`src/include/jvpw_pkg.sv`:
```
// Purpose: Shared constants and types of the VPW symbol codec.
// Assumes: Durations are counted in prescaled ticks.
// Notes:   Register offsets are byte addresses on APB.
package jvpw_pkg;

  // Duration thresholds, in ticks (classification upper bounds)
  localparam logic [8:0] IGN_MAX = 9'h007;
  localparam logic [8:0] INV_MAX = 9'h022;
  localparam logic [8:0] TV1_MAX = 9'h060;
  localparam logic [8:0] TV2_MAX = 9'h0a3;
  localparam logic [8:0] TV3_MAX = 9'h0ef;
  localparam logic [8:0] TV4_MAX = 9'h118;
  localparam logic [8:0] DUR_SAT = 9'h1ff;

  // Nominal transmit lengths, in ticks
  localparam logic [8:0] TV1_NOM = 9'h040;
  localparam logic [8:0] TV2_NOM = 9'h080;
  localparam logic [8:0] TV3_NOM = 9'h0c8;
  localparam logic [8:0] TV4_NOM = 9'h118;
  localparam logic [8:0] TV5_NOM = 9'h12c;

  // Digital filter length: a level must hold this many ticks
  localparam logic [3:0] FILT_LEN = 4'h8;

  // Register offsets
  localparam logic [7:0] OFF_CTRL   = 8'h00;
  localparam logic [7:0] OFF_TXDATA = 8'h04;
  localparam logic [7:0] OFF_STATUS = 8'h08;
  localparam logic [7:0] OFF_RXDATA = 8'h0c;
  localparam logic [7:0] OFF_FILTER = 8'h10;

  // Control fields
  localparam int CTRL_EN_BIT  = 0;
  localparam int CTRL_INV_BIT = 1;
  localparam int CTRL_NB_BIT  = 2;
  localparam int CTRL_DLY_LSB = 3;
  localparam int CTRL_PS_LSB  = 8;
  localparam logic [15:0] CTRL_RST   = 16'h0000;
  localparam logic [31:0] FILTER_RST = 32'hffffffff;

  // Transmit data fields
  localparam int TXD_LAST_BIT = 8;
  localparam int TXD_TYPE_LSB = 9;

  // Status bits
  localparam int ST_RXFULL  = 0;
  localparam int ST_INVALID = 1;
  localparam int ST_LOSTARB = 2;
  localparam int ST_TXEMPTY = 3;
  localparam int ST_IDLE    = 4;
  localparam int ST_TXBUSY  = 5;
  localparam int ST_SUPPR   = 6;

  // Frame check
  localparam logic [7:0] CRC_POLY = 8'h1d;
  localparam logic [7:0] CRC_INIT = 8'hff;

  typedef enum logic [3:0] {
    SK_IGN = 4'b0000,
    SK_INV = 4'b0001,
    SK_BIT0 = 4'b0010,
    SK_BIT1 = 4'b0011,
    SK_SOF = 4'b0100,
    SK_EOD = 4'b0101,
    SK_EOF = 4'b0110,
    SK_BRK = 4'b0111,
    SK_IFS = 4'b1000
  } jvpw_sym_t;

  typedef enum logic [1:0] {
    T_IDLE = 2'b00,
    T_SYNC = 2'b01,
    T_HOLD = 2'b10
  } jvpw_tx_state_t;

  typedef enum logic [1:0] {
    K_SOF = 2'b00,
    K_NB  = 2'b01,
    K_BIT = 2'b10,
    K_END = 2'b11
  } jvpw_tx_kind_t;

endpackage : jvpw_pkg

```
`src/logic/jvpw_classify.sv`:
```
// Purpose: Turns a measured level length and its level into a symbol class.
// Assumes: dur is the tick count of the level that just ended.
// Notes:   Purely combinational.
`timescale 1ns/1ps
module jvpw_classify (
  input  wire logic [8:0]       dur,
  input  wire logic             lvlActive,
  output jvpw_pkg::jvpw_sym_t   symbol
);

  always_comb begin
    if (dur <= jvpw_pkg::IGN_MAX) begin
      symbol = jvpw_pkg::SK_IGN;
    end else if (dur <= jvpw_pkg::INV_MAX) begin
      symbol = jvpw_pkg::SK_INV;
    end else if (dur <= jvpw_pkg::TV1_MAX) begin
      symbol = lvlActive ? jvpw_pkg::SK_BIT1 : jvpw_pkg::SK_BIT0;
    end else if (dur <= jvpw_pkg::TV2_MAX) begin
      symbol = lvlActive ? jvpw_pkg::SK_BIT0 : jvpw_pkg::SK_BIT1;
    end else if (dur <= jvpw_pkg::TV3_MAX) begin
      symbol = lvlActive ? jvpw_pkg::SK_SOF : jvpw_pkg::SK_EOD;
    end else if (lvlActive) begin
      symbol = jvpw_pkg::SK_BRK;
    end else if (dur <= jvpw_pkg::TV4_MAX) begin
      symbol = jvpw_pkg::SK_EOF;
    end else begin
      symbol = jvpw_pkg::SK_IFS;
    end
  end

endmodule : jvpw_classify

```
`src/logic/jvpw_codec.sv`:
```
// Purpose: VPW symbol encoder and decoder with an APB register slave.
// Assumes: busRxIn is synchronous to clk; the transceiver loops tx back to rx.
// Notes:   Ticks come from a prescaler so thresholds map to microseconds.
`timescale 1ns/1ps
module jvpw_codec #(
  parameter int AW = 8
) (
  input  wire logic          clk,
  input  wire logic          rst_b,
  input  wire logic          ce,
  input  wire logic          psel,
  input  wire logic          penable,
  input  wire logic          pwrite,
  input  wire logic [AW-1:0] paddr,
  input  wire logic [31:0]   pwdata,
  output logic [31:0]        prdata,
  output logic               pready,
  output logic               pslverr,
  input  wire logic          busRxIn,
  output logic               busTxOut
);

  typedef struct packed {
    logic [15:0]              ctrl;
    logic [31:0]              acceptMask;
    logic [31:0]              prdata;
    logic                     pready;
    logic                     pslverr;
    logic [7:0]               psCnt;
    logic                     tick;
    logic [8:0]               rxCnt;
    logic [7:0]               rxShift;
    logic [2:0]               rxBits;
    logic                     rxFirst;
    logic                     rxAccept;
    logic                     inFrame;
    logic                     afterEod;
    logic                     busIdle;
    logic                     suppress;
    logic [7:0]               rxData;
    logic                     rxFullFlag;
    logic                     invalidBitFlag;
    logic                     lostArb;
    logic [7:0]               bufData;
    logic                     bufLast;
    logic [1:0]               bufType;
    logic                     bufFull;
    jvpw_pkg::jvpw_tx_state_t txState;
    jvpw_pkg::jvpw_tx_kind_t  txKind;
    logic [7:0]               txShift;
    logic [2:0]               txBits;
    logic [7:0]               txCrc;
    logic                     txCrcPhase;
    logic                     txLast;
    logic [1:0]               txType;
    logic                     busTxOut;
  } jvpw_codec_state_t;

  jvpw_codec_state_t   s_q;
  jvpw_codec_state_t   s_d;
  logic                filtLevel;
  logic                filtEdge;
  logic [8:0]          durNext;
  jvpw_pkg::jvpw_sym_t symClass;
  logic [8:0]          holdNom;
  logic [8:0]          holdDelay;
  logic [8:0]          holdTarget;
  logic [7:0]          rxByte;
  logic                rxAcc;
  logic                txBit;
  logic                crcWanted;
  logic                abortTx;
  logic                apbDone;
  logic [4:0]          loopDelayField;

  function automatic logic [7:0] crcStep(input logic [7:0] c, input logic b);
    logic fb;
    fb = c[7] ^ b;
    return {c[6:0], 1'b0} ^ (fb ? jvpw_pkg::CRC_POLY : 8'h00);
  endfunction : crcStep

  function automatic logic [8:0] symNominal(input jvpw_pkg::jvpw_tx_kind_t k,
                                            input logic act, input logic b,
                                            input logic nbLong);
    case (k)
      jvpw_pkg::K_SOF: return jvpw_pkg::TV3_NOM;
      jvpw_pkg::K_NB:  return nbLong ? jvpw_pkg::TV2_NOM : jvpw_pkg::TV1_NOM;
      jvpw_pkg::K_BIT: return (act ^ b) ? jvpw_pkg::TV2_NOM : jvpw_pkg::TV1_NOM;
      default:         return jvpw_pkg::TV3_NOM;
    endcase
  endfunction : symNominal

  jvpw_filter u_filter (
    .clk       (clk),
    .rst_b     (rst_b),
    .ce        (ce),
    .tick      (s_q.tick),
    .rawIn     (busRxIn),
    .invert    (s_q.ctrl[jvpw_pkg::CTRL_INV_BIT]),
    .level     (filtLevel),
    .edgePulse (filtEdge)
  );

  // Level that just ended is the opposite of the new filtered level
  jvpw_classify u_classify (
    .dur       (durNext),
    .lvlActive (~filtLevel),
    .symbol    (symClass)
  );

  always_comb begin
    s_d = s_q;
    abortTx = 1'b0;
    loopDelayField = s_q.ctrl[jvpw_pkg::CTRL_DLY_LSB +: 5];
    apbDone = psel && penable && s_q.pready;
    durNext = (s_q.rxCnt == jvpw_pkg::DUR_SAT) ? jvpw_pkg::DUR_SAT : s_q.rxCnt + 9'h001;
    rxByte = {s_q.rxShift[6:0], symClass == jvpw_pkg::SK_BIT1};
    rxAcc = s_q.rxFirst ? s_q.acceptMask[rxByte[7:3]] : s_q.rxAccept;
    txBit = s_q.txShift[7];
    crcWanted = (s_q.txType == 2'b00) || (s_q.txType == 2'b11);
    holdNom = symNominal(s_q.txKind, s_q.busTxOut, txBit, s_q.ctrl[jvpw_pkg::CTRL_NB_BIT]);
    holdDelay = {4'h0, loopDelayField} + {5'h00, jvpw_pkg::FILT_LEN};
    holdTarget = (holdNom > holdDelay) ? holdNom - holdDelay : 9'h001;

    // APB slave: one wait state, answers registered
    s_d.pready = 1'b0;
    s_d.pslverr = 1'b0;
    if (psel && penable && !s_q.pready) begin
      s_d.pready = 1'b1;
      s_d.prdata = 32'h00000000;
      case (paddr[7:0])
        jvpw_pkg::OFF_CTRL:   s_d.prdata = {16'h0000, s_q.ctrl};
        jvpw_pkg::OFF_TXDATA: s_d.prdata = {21'h000000, s_q.bufType, s_q.bufLast, s_q.bufData};
        jvpw_pkg::OFF_STATUS: s_d.prdata = {25'h0000000, s_q.suppress,
                                            s_q.txState != jvpw_pkg::T_IDLE, s_q.busIdle,
                                            ~s_q.bufFull, s_q.lostArb, s_q.invalidBitFlag,
                                            s_q.rxFullFlag};
        jvpw_pkg::OFF_RXDATA: s_d.prdata = {24'h000000, s_q.rxData};
        jvpw_pkg::OFF_FILTER: s_d.prdata = s_q.acceptMask;
        default:              s_d.pslverr = 1'b1;
      endcase
    end
    if (apbDone && pwrite) begin
      case (paddr[7:0])
        jvpw_pkg::OFF_CTRL: s_d.ctrl = pwdata[15:0];
        jvpw_pkg::OFF_TXDATA: begin
          // A write into a full buffer is dropped; poll the empty bit first
          if (!s_q.bufFull) begin
            s_d.bufData = pwdata[7:0];
            s_d.bufLast = pwdata[jvpw_pkg::TXD_LAST_BIT];
            s_d.bufType = pwdata[jvpw_pkg::TXD_TYPE_LSB +: 2];
            s_d.bufFull = 1'b1;
          end
        end
        jvpw_pkg::OFF_STATUS: begin
          if (pwdata[jvpw_pkg::ST_INVALID]) s_d.invalidBitFlag = 1'b0;
          if (pwdata[jvpw_pkg::ST_LOSTARB]) s_d.lostArb = 1'b0;
        end
        jvpw_pkg::OFF_FILTER: s_d.acceptMask = pwdata;
        default: ;
      endcase
    end
    if (apbDone && !pwrite && paddr[7:0] == jvpw_pkg::OFF_RXDATA) begin
      s_d.rxFullFlag = 1'b0;
    end

    // Prescaled time base
    s_d.tick = 1'b0;
    if (s_q.psCnt == s_q.ctrl[jvpw_pkg::CTRL_PS_LSB +: 8]) begin
      s_d.psCnt = 8'h00;
      s_d.tick = s_q.ctrl[jvpw_pkg::CTRL_EN_BIT];
    end else begin
      s_d.psCnt = s_q.psCnt + 8'h01;
    end

    // Decoder: every filtered edge ends one symbol
    if (filtEdge) begin
      s_d.rxCnt = 9'h000;
      s_d.busIdle = 1'b0;
      case (symClass)
        jvpw_pkg::SK_INV: begin
          s_d.invalidBitFlag = 1'b1;
          s_d.suppress = 1'b1;
          s_d.inFrame = 1'b0;
          abortTx = 1'b1;
        end
        jvpw_pkg::SK_SOF: begin
          s_d.inFrame = 1'b1;
          s_d.rxBits = 3'h0;
          s_d.rxFirst = 1'b1;
          s_d.afterEod = 1'b0;
        end
        jvpw_pkg::SK_BIT0, jvpw_pkg::SK_BIT1: begin
          if (s_q.afterEod && !filtLevel) begin
            s_d.afterEod = 1'b0;
          end else if (s_q.inFrame) begin
            s_d.rxShift = rxByte;
            s_d.rxBits = s_q.rxBits + 3'h1;
            if (s_q.rxBits == 3'h7) begin
              s_d.rxFirst = 1'b0;
              s_d.rxAccept = rxAcc;
              if (rxAcc && !s_q.suppress) begin
                s_d.rxData = rxByte;
                s_d.rxFullFlag = 1'b1;
              end
            end
          end
        end
        jvpw_pkg::SK_BRK: begin
          s_d.inFrame = 1'b0;
          s_d.afterEod = 1'b0;
        end
        default: ;
      endcase
    end else if (s_q.tick) begin
      s_d.rxCnt = durNext;
      if (!filtLevel) begin
        if (durNext == jvpw_pkg::TV2_MAX + 9'h001 && s_q.inFrame) begin
          s_d.afterEod = 1'b1;
          s_d.rxBits = 3'h0;
        end
        if (durNext == jvpw_pkg::TV3_MAX + 9'h001) begin
          s_d.inFrame = 1'b0;
          s_d.afterEod = 1'b0;
          s_d.suppress = 1'b0;
        end
        if (durNext == jvpw_pkg::TV4_MAX + 9'h001) begin
          s_d.busIdle = 1'b1;
        end
      end
    end

    // Encoder
    case (s_q.txState)
      jvpw_pkg::T_IDLE: begin
        s_d.busTxOut = 1'b0;
        if (s_q.bufFull && s_q.tick &&
            ((s_q.bufType == 2'b00) ? s_q.busIdle : s_q.afterEod)) begin
          s_d.txShift = s_q.bufData;
          s_d.txLast = s_q.bufLast;
          s_d.txType = s_q.bufType;
          s_d.bufFull = 1'b0;
          s_d.txCrc = jvpw_pkg::CRC_INIT;
          s_d.txCrcPhase = 1'b0;
          s_d.txBits = 3'h0;
          s_d.txKind = (s_q.bufType == 2'b00) ? jvpw_pkg::K_SOF : jvpw_pkg::K_NB;
          s_d.busTxOut = 1'b1;
          s_d.txState = jvpw_pkg::T_SYNC;
        end
      end
      jvpw_pkg::T_SYNC: begin
        // Already-matching level still times from the decoder counter
        if (filtLevel == s_q.busTxOut) begin
          s_d.txState = jvpw_pkg::T_HOLD;
        end
      end
      jvpw_pkg::T_HOLD: begin
        if (s_q.txKind == jvpw_pkg::K_BIT && !s_q.busTxOut && filtEdge && filtLevel) begin
          s_d.busTxOut = 1'b0;
          s_d.lostArb = 1'b1;
          s_d.txState = jvpw_pkg::T_IDLE;
        end else if (s_q.tick && s_q.rxCnt >= holdTarget) begin
          s_d.txState = jvpw_pkg::T_SYNC;
          s_d.busTxOut = ~s_q.busTxOut;
          case (s_q.txKind)
            jvpw_pkg::K_SOF, jvpw_pkg::K_NB: s_d.txKind = jvpw_pkg::K_BIT;
            jvpw_pkg::K_BIT: begin
              if (!s_q.txCrcPhase) s_d.txCrc = crcStep(s_q.txCrc, txBit);
              s_d.txShift = {s_q.txShift[6:0], 1'b0};
              s_d.txBits = s_q.txBits + 3'h1;
              if (s_q.txBits == 3'h7) begin
                if (s_q.txCrcPhase || (s_q.txLast && !crcWanted)) begin
                  s_d.txKind = jvpw_pkg::K_END;
                end else if (s_q.txLast) begin
                  s_d.txShift = ~crcStep(s_q.txCrc, txBit);
                  s_d.txCrcPhase = 1'b1;
                end else if (s_q.bufFull) begin
                  s_d.txShift = s_q.bufData;
                  s_d.txLast = s_q.bufLast;
                  s_d.bufFull = 1'b0;
                end else begin
                  // Underrun ends the frame without a check byte
                  s_d.busTxOut = 1'b0;
                  s_d.txState = jvpw_pkg::T_IDLE;
                end
              end
            end
            default: begin
              s_d.busTxOut = s_q.busTxOut;
              s_d.txState = jvpw_pkg::T_IDLE;
            end
          endcase
        end
      end
      default: s_d.txState = jvpw_pkg::T_IDLE;
    endcase
    if (abortTx || !s_q.ctrl[jvpw_pkg::CTRL_EN_BIT]) begin
      s_d.busTxOut = 1'b0;
      s_d.txState = jvpw_pkg::T_IDLE;
    end
  end

  always_ff @(posedge clk or negedge rst_b) begin
    if (!rst_b) begin
      s_q <= '0;
      s_q.ctrl <= jvpw_pkg::CTRL_RST;
      s_q.acceptMask <= jvpw_pkg::FILTER_RST;
      s_q.busIdle <= 1'b1;
    end else if (ce) begin
      s_q <= s_d;
    end
  end

  assign prdata   = s_q.prdata;
  assign pready   = s_q.pready;
  assign pslverr  = s_q.pslverr;
  assign busTxOut = s_q.busTxOut;

endmodule : jvpw_codec

```
`src/logic/jvpw_filter.sv`:
```
// Purpose: Polarity select and digital glitch filter on the receive pin.
// Assumes: rawIn is synchronous to clk.
// Notes:   Adds a fixed delay of FILT_LEN ticks to every edge.
`timescale 1ns/1ps
module jvpw_filter (
  input  wire logic clk,
  input  wire logic rst_b,
  input  wire logic ce,
  input  wire logic tick,
  input  wire logic rawIn,
  input  wire logic invert,
  output logic      level,
  output logic      edgePulse
);

  typedef struct packed {
    logic [3:0] cnt;
    logic       level;
    logic       edgePulse;
  } jvpw_filt_state_t;

  jvpw_filt_state_t s_q;
  jvpw_filt_state_t s_d;
  logic             inLvl;

  always_comb begin
    s_d = s_q;
    s_d.edgePulse = 1'b0;
    inLvl = rawIn ^ invert;
    if (inLvl == s_q.level) begin
      s_d.cnt = 4'h0;
    end else if (tick) begin
      if (s_q.cnt == jvpw_pkg::FILT_LEN - 4'h1) begin
        s_d.cnt = 4'h0;
        s_d.level = inLvl;
        s_d.edgePulse = 1'b1;
      end else begin
        s_d.cnt = s_q.cnt + 4'h1;
      end
    end
  end

  always_ff @(posedge clk or negedge rst_b) begin
    if (!rst_b) begin
      s_q <= '0;
    end else if (ce) begin
      s_q <= s_d;
    end
  end

  assign level     = s_q.level;
  assign edgePulse = s_q.edgePulse;

endmodule : jvpw_filter
```
`config.mk`:
```
export PLATFORM = sky130hd
export DESIGN_NAME = jvpw_codec
export DESIGN_NICKNAME = d
export VERILOG_FILES = /design/src/include/jvpw_pkg.sv /design/src/logic/jvpw_classify.sv /design/src/logic/jvpw_codec.sv /design/src/logic/jvpw_filter.sv
export SDC_FILE = /design/constraint.sdc
export NUM_CORES = 1
export LEC_CHECK = 0
export ABC_AREA = 1
export BUFFER_PORTS_ARGS = -buffer_cell sky130_fd_sc_hd__buf_2
export CORE_ASPECT_RATIO = 1.25
export CORE_MARGIN = 2
export CORE_UTILIZATION = 39
export DETAILED_ROUTE_END_ITERATION = 10
export GPL_ROUTABILITY_DRIVEN = 0
export SETUP_SLACK_MARGIN = 0.15
export SYNTH_ARGS = -nofsm -noshare
export SYNTH_HDL_FRONTEND = slang
export SYNTH_HIERARCHICAL = 1
export SYNTH_SLANG_ARGS = --single-unit
```
`constraint.sdc`:
```
create_clock -name clk -period 6.6 [get_ports clk]
set_input_delay 1.32 -clock clk [delete_from_list [all_inputs] [get_ports clk]]
set_output_delay 1.32 -clock clk [all_outputs]
set_load 0.01 [all_outputs]
```
==> flow_summary.ini <==
[status]
outcome = finished, final reports clean

[final_layout]
final_common_cell = nand2_1
finalNetCount = 1444
area_delta_synth_final_pct = 10.86
drive_above_1_share = 0.1551
final_cell_count_no_fill = 1722
layout_common_cells = nand2_1 (416), inv_1 (147), dfrtp_1 (140), nand3_1 (119), o21ai_0 (99)
fin_util = 0.4397

[grt]
antenna_found_initial = 1
grt_overflow = 0
grt_pass1_vias = 8527
grt_first_pass_wirelength_um = 43430
grt_max_degree = 81
grt_usage = 0.2019

[synthesis]
ys_seq_area_frac = 0.4371
synth_edf_count = 0
synth_cell_types = 49
synth-async-reset-ratio = 1.000
syn_avg_cell_area_um2 = 7.496
syn_area_um2 = 10000
yosys_warnings = 6
netlist_instances = 1334
synth_seq_cells = 173
yosys_most_used_dff = dfrtp_1
syn_nets = 1405

[placed_design]
dp_hpwl_um = 19520
dp.cells = 1689
port_buffers = 81
post-place-ws_ns = 2.208

[clock_network]
clock_path_buffers = 2
clock_latency_ns = 0.43
htree_levels = 4
path_clk_slew_ns = 0.07
ctsHoldBuffers = 0
cts_buffers = 17
cts_num_sinks = 173
post_cts_buffers = 0
ctsResizeCount = 0
cts_tree = yes
cts-root-buf = clkbuf_16

[timing]
finalMaxSlewViolations = 0
hold_ws_ns = 0.4754
worst_slack_ns = 2.196
final-hold-violation-count = 0
period_minus_slack_ns = 4.404
max_slew_margin = 0.3671
rsz0062_at_grt = false
tightest_slew_ns = 0.9471
totalNegativeSetupSlack_ns = 0
clock_skew_ns = 0.01241
clock.fmax_ghz = 0.2270
period_share = 0.6673
setup_viol = 0

[die]
start_util = 0.3966
design.core.area_um2 = 25210
die_h_um = 183.0
die_x_um = 147.2
io_pins = 82
die_area_um2 = 26940
rows = 65

[run]
maxCapViolCount = 0

[hold_path]
hold_end = prdata[15]$_DFFE_PN0P_
hold_start = prdata[15]$_DFFE_PN0P_
hold_path_depth = 2
hold_class = flip-flop to flip-flop

[critical_path]
ff2ff_path_depth = 21
critPathKind = flip-flop to flip-flop
critPathCaptureType = flip-flop
worstPathArrival_ns = 4.69
cp_max_fo = 14
r2r-start = s_q[24]$_DFFE_PN0P_
required_ns = 6.89
r2r-end = s_q[5]$_DFFE_PN0P_
cp-start-kind = flip-flop
r2r_setup_slack_ns = 2.20
startpoint = s_q[24]$_DFFE_PN0P_

[detailed_routing]
wire_per_inst_um = 15.43
num_vias = 8777
drtIter0Drc = 532
ant_nets = 0
drt_wl_total_um = 26570
drtPass1Iterations = 5
via_per_inst = 5.097
drc = 0

[power]
power.leakage_uw = 0.005592
power_density_nw_per_um2 = 219.3
peakVddDrop_mv = 0.1990
-- power breakdown --
part           internal, uW  switching (uW)
logic                  83.0             161
clock network           585             466
registers              1100            39.7
-- metal layers --
metal	part of all wire	wire length (um)	global-route usage
met1	0.46	12120	0.2683
met2	0.50	13190	0.3447
met3	0.031	812	0.02662
met4	0.017	445	0.06038
met5	0	0	0
-- cells by family (layout without fill, tap and decap cells) --
logic type,Yosys count,in the layout,synth area share
AO/OA/AOI/OAI,189,189,0.1044
XOR/XNOR,9,9,0.007882
adder cells (fa/ha/maj),24,24,0.03003
buffers and inverters,227,279,0.09972
flip-flops,173,173,0.4371
multiplexers,16,16,0.01802
other,0,1,0
AND/OR/NAND/NOR,696,696,0.3029
-- flip-flops by register name (all words and copies together), names as in the netlist --
register            count
u_filter/edgePulse      1
busTxOut                1
rxByte                  7
u_filter/s_q            4
pslverr                 1
s_q                   120
loopDelayField          5
u_filter/level          1
pready                  1
prdata                 32
-- stage by stage --
| stage | instance area (um^2) | power (uW) |
|---|---|---|
| 2_1_floorplan | 10000 | 1312 |
| 3_3_place_gp | 10480 | 1400 |
| 3_5_place_dp | 10480 | 1402 |
| 4_1_cts | 11080 | 2464 |
| 5_1_grt | 11090 | 2549 |
| 6_report | 11090 | 2432 |
-- worst max-delay path, stage by stage, from the launching register on --
cell      delay (ns)
dfrtp_1         0.39
inv_1           0.08
ha_1            0.32
inv_1           0.05
ha_1            0.28
inv_1           0.05
nor4_1          0.33
o21bai_1        0.13
nor2_1          0.16
o21ai_0         0.16
nand2_1         0.18
nand3_1         0.10
ha_1            0.32
nand2_1         0.06
nor2_1          0.13
nand3b_1        0.09
nand4_1         0.16
nand3_1         0.41
nand2_1         0.29
nand3_1         0.36
nand2_1         0.14
o21ai_0         0.09
-- worst max-delay path by stage --
stage,endpoint,slack (ns),cells after the start
CTS,s_q[5]$_DFFE_PN0P_,2.19,20
global route,s_q[8]$_DFFE_PN0P_,1.69,21
finish,s_q[5]$_DFFE_PN0P_,2.20,21
detailed placement,s_q[5]$_DFFE_PN0P_,2.21,20
floorplan,s_q[5]$_DFFE_PN0P_,3.19,22
global placement,s_q[5]$_DFFE_PN0P_,2.44,21
-- cell type report --
type | count | area [um^2]
Fill cell | 2582 | 14130
Tap cell | 335 | 419.2
Clock buffer | 18 | 439.2
Sequential cell | 173 | 4370
Clock inverter | 14 | 168.9
Multi-Input combinational cell | 934 | 4632
Antenna cell | 1 | 2.502
Inverter | 161 | 604.3
Timing Repair Buffer | 86 | 449.2
-- cells in the mapped netlist, types with 13 or more instances --
library cell  number  area, um^2
nand3_1          119       595.6
o21ai_0           99       495.5
inv_1            147       551.8
nand2_1          416        1562
nor2_1            80       300.3
dfstp_2           33       867.1
mux2_2            16       180.2
clkbuf_1          18       67.56
ha_1              24       300.3
a21oi_1           40       200.2
buf_4             35       262.8
o21ai_1           13       65.06
dfrtp_1          140        3503
nand4_1           25       156.4
Power figures use the tool's default switching activity.
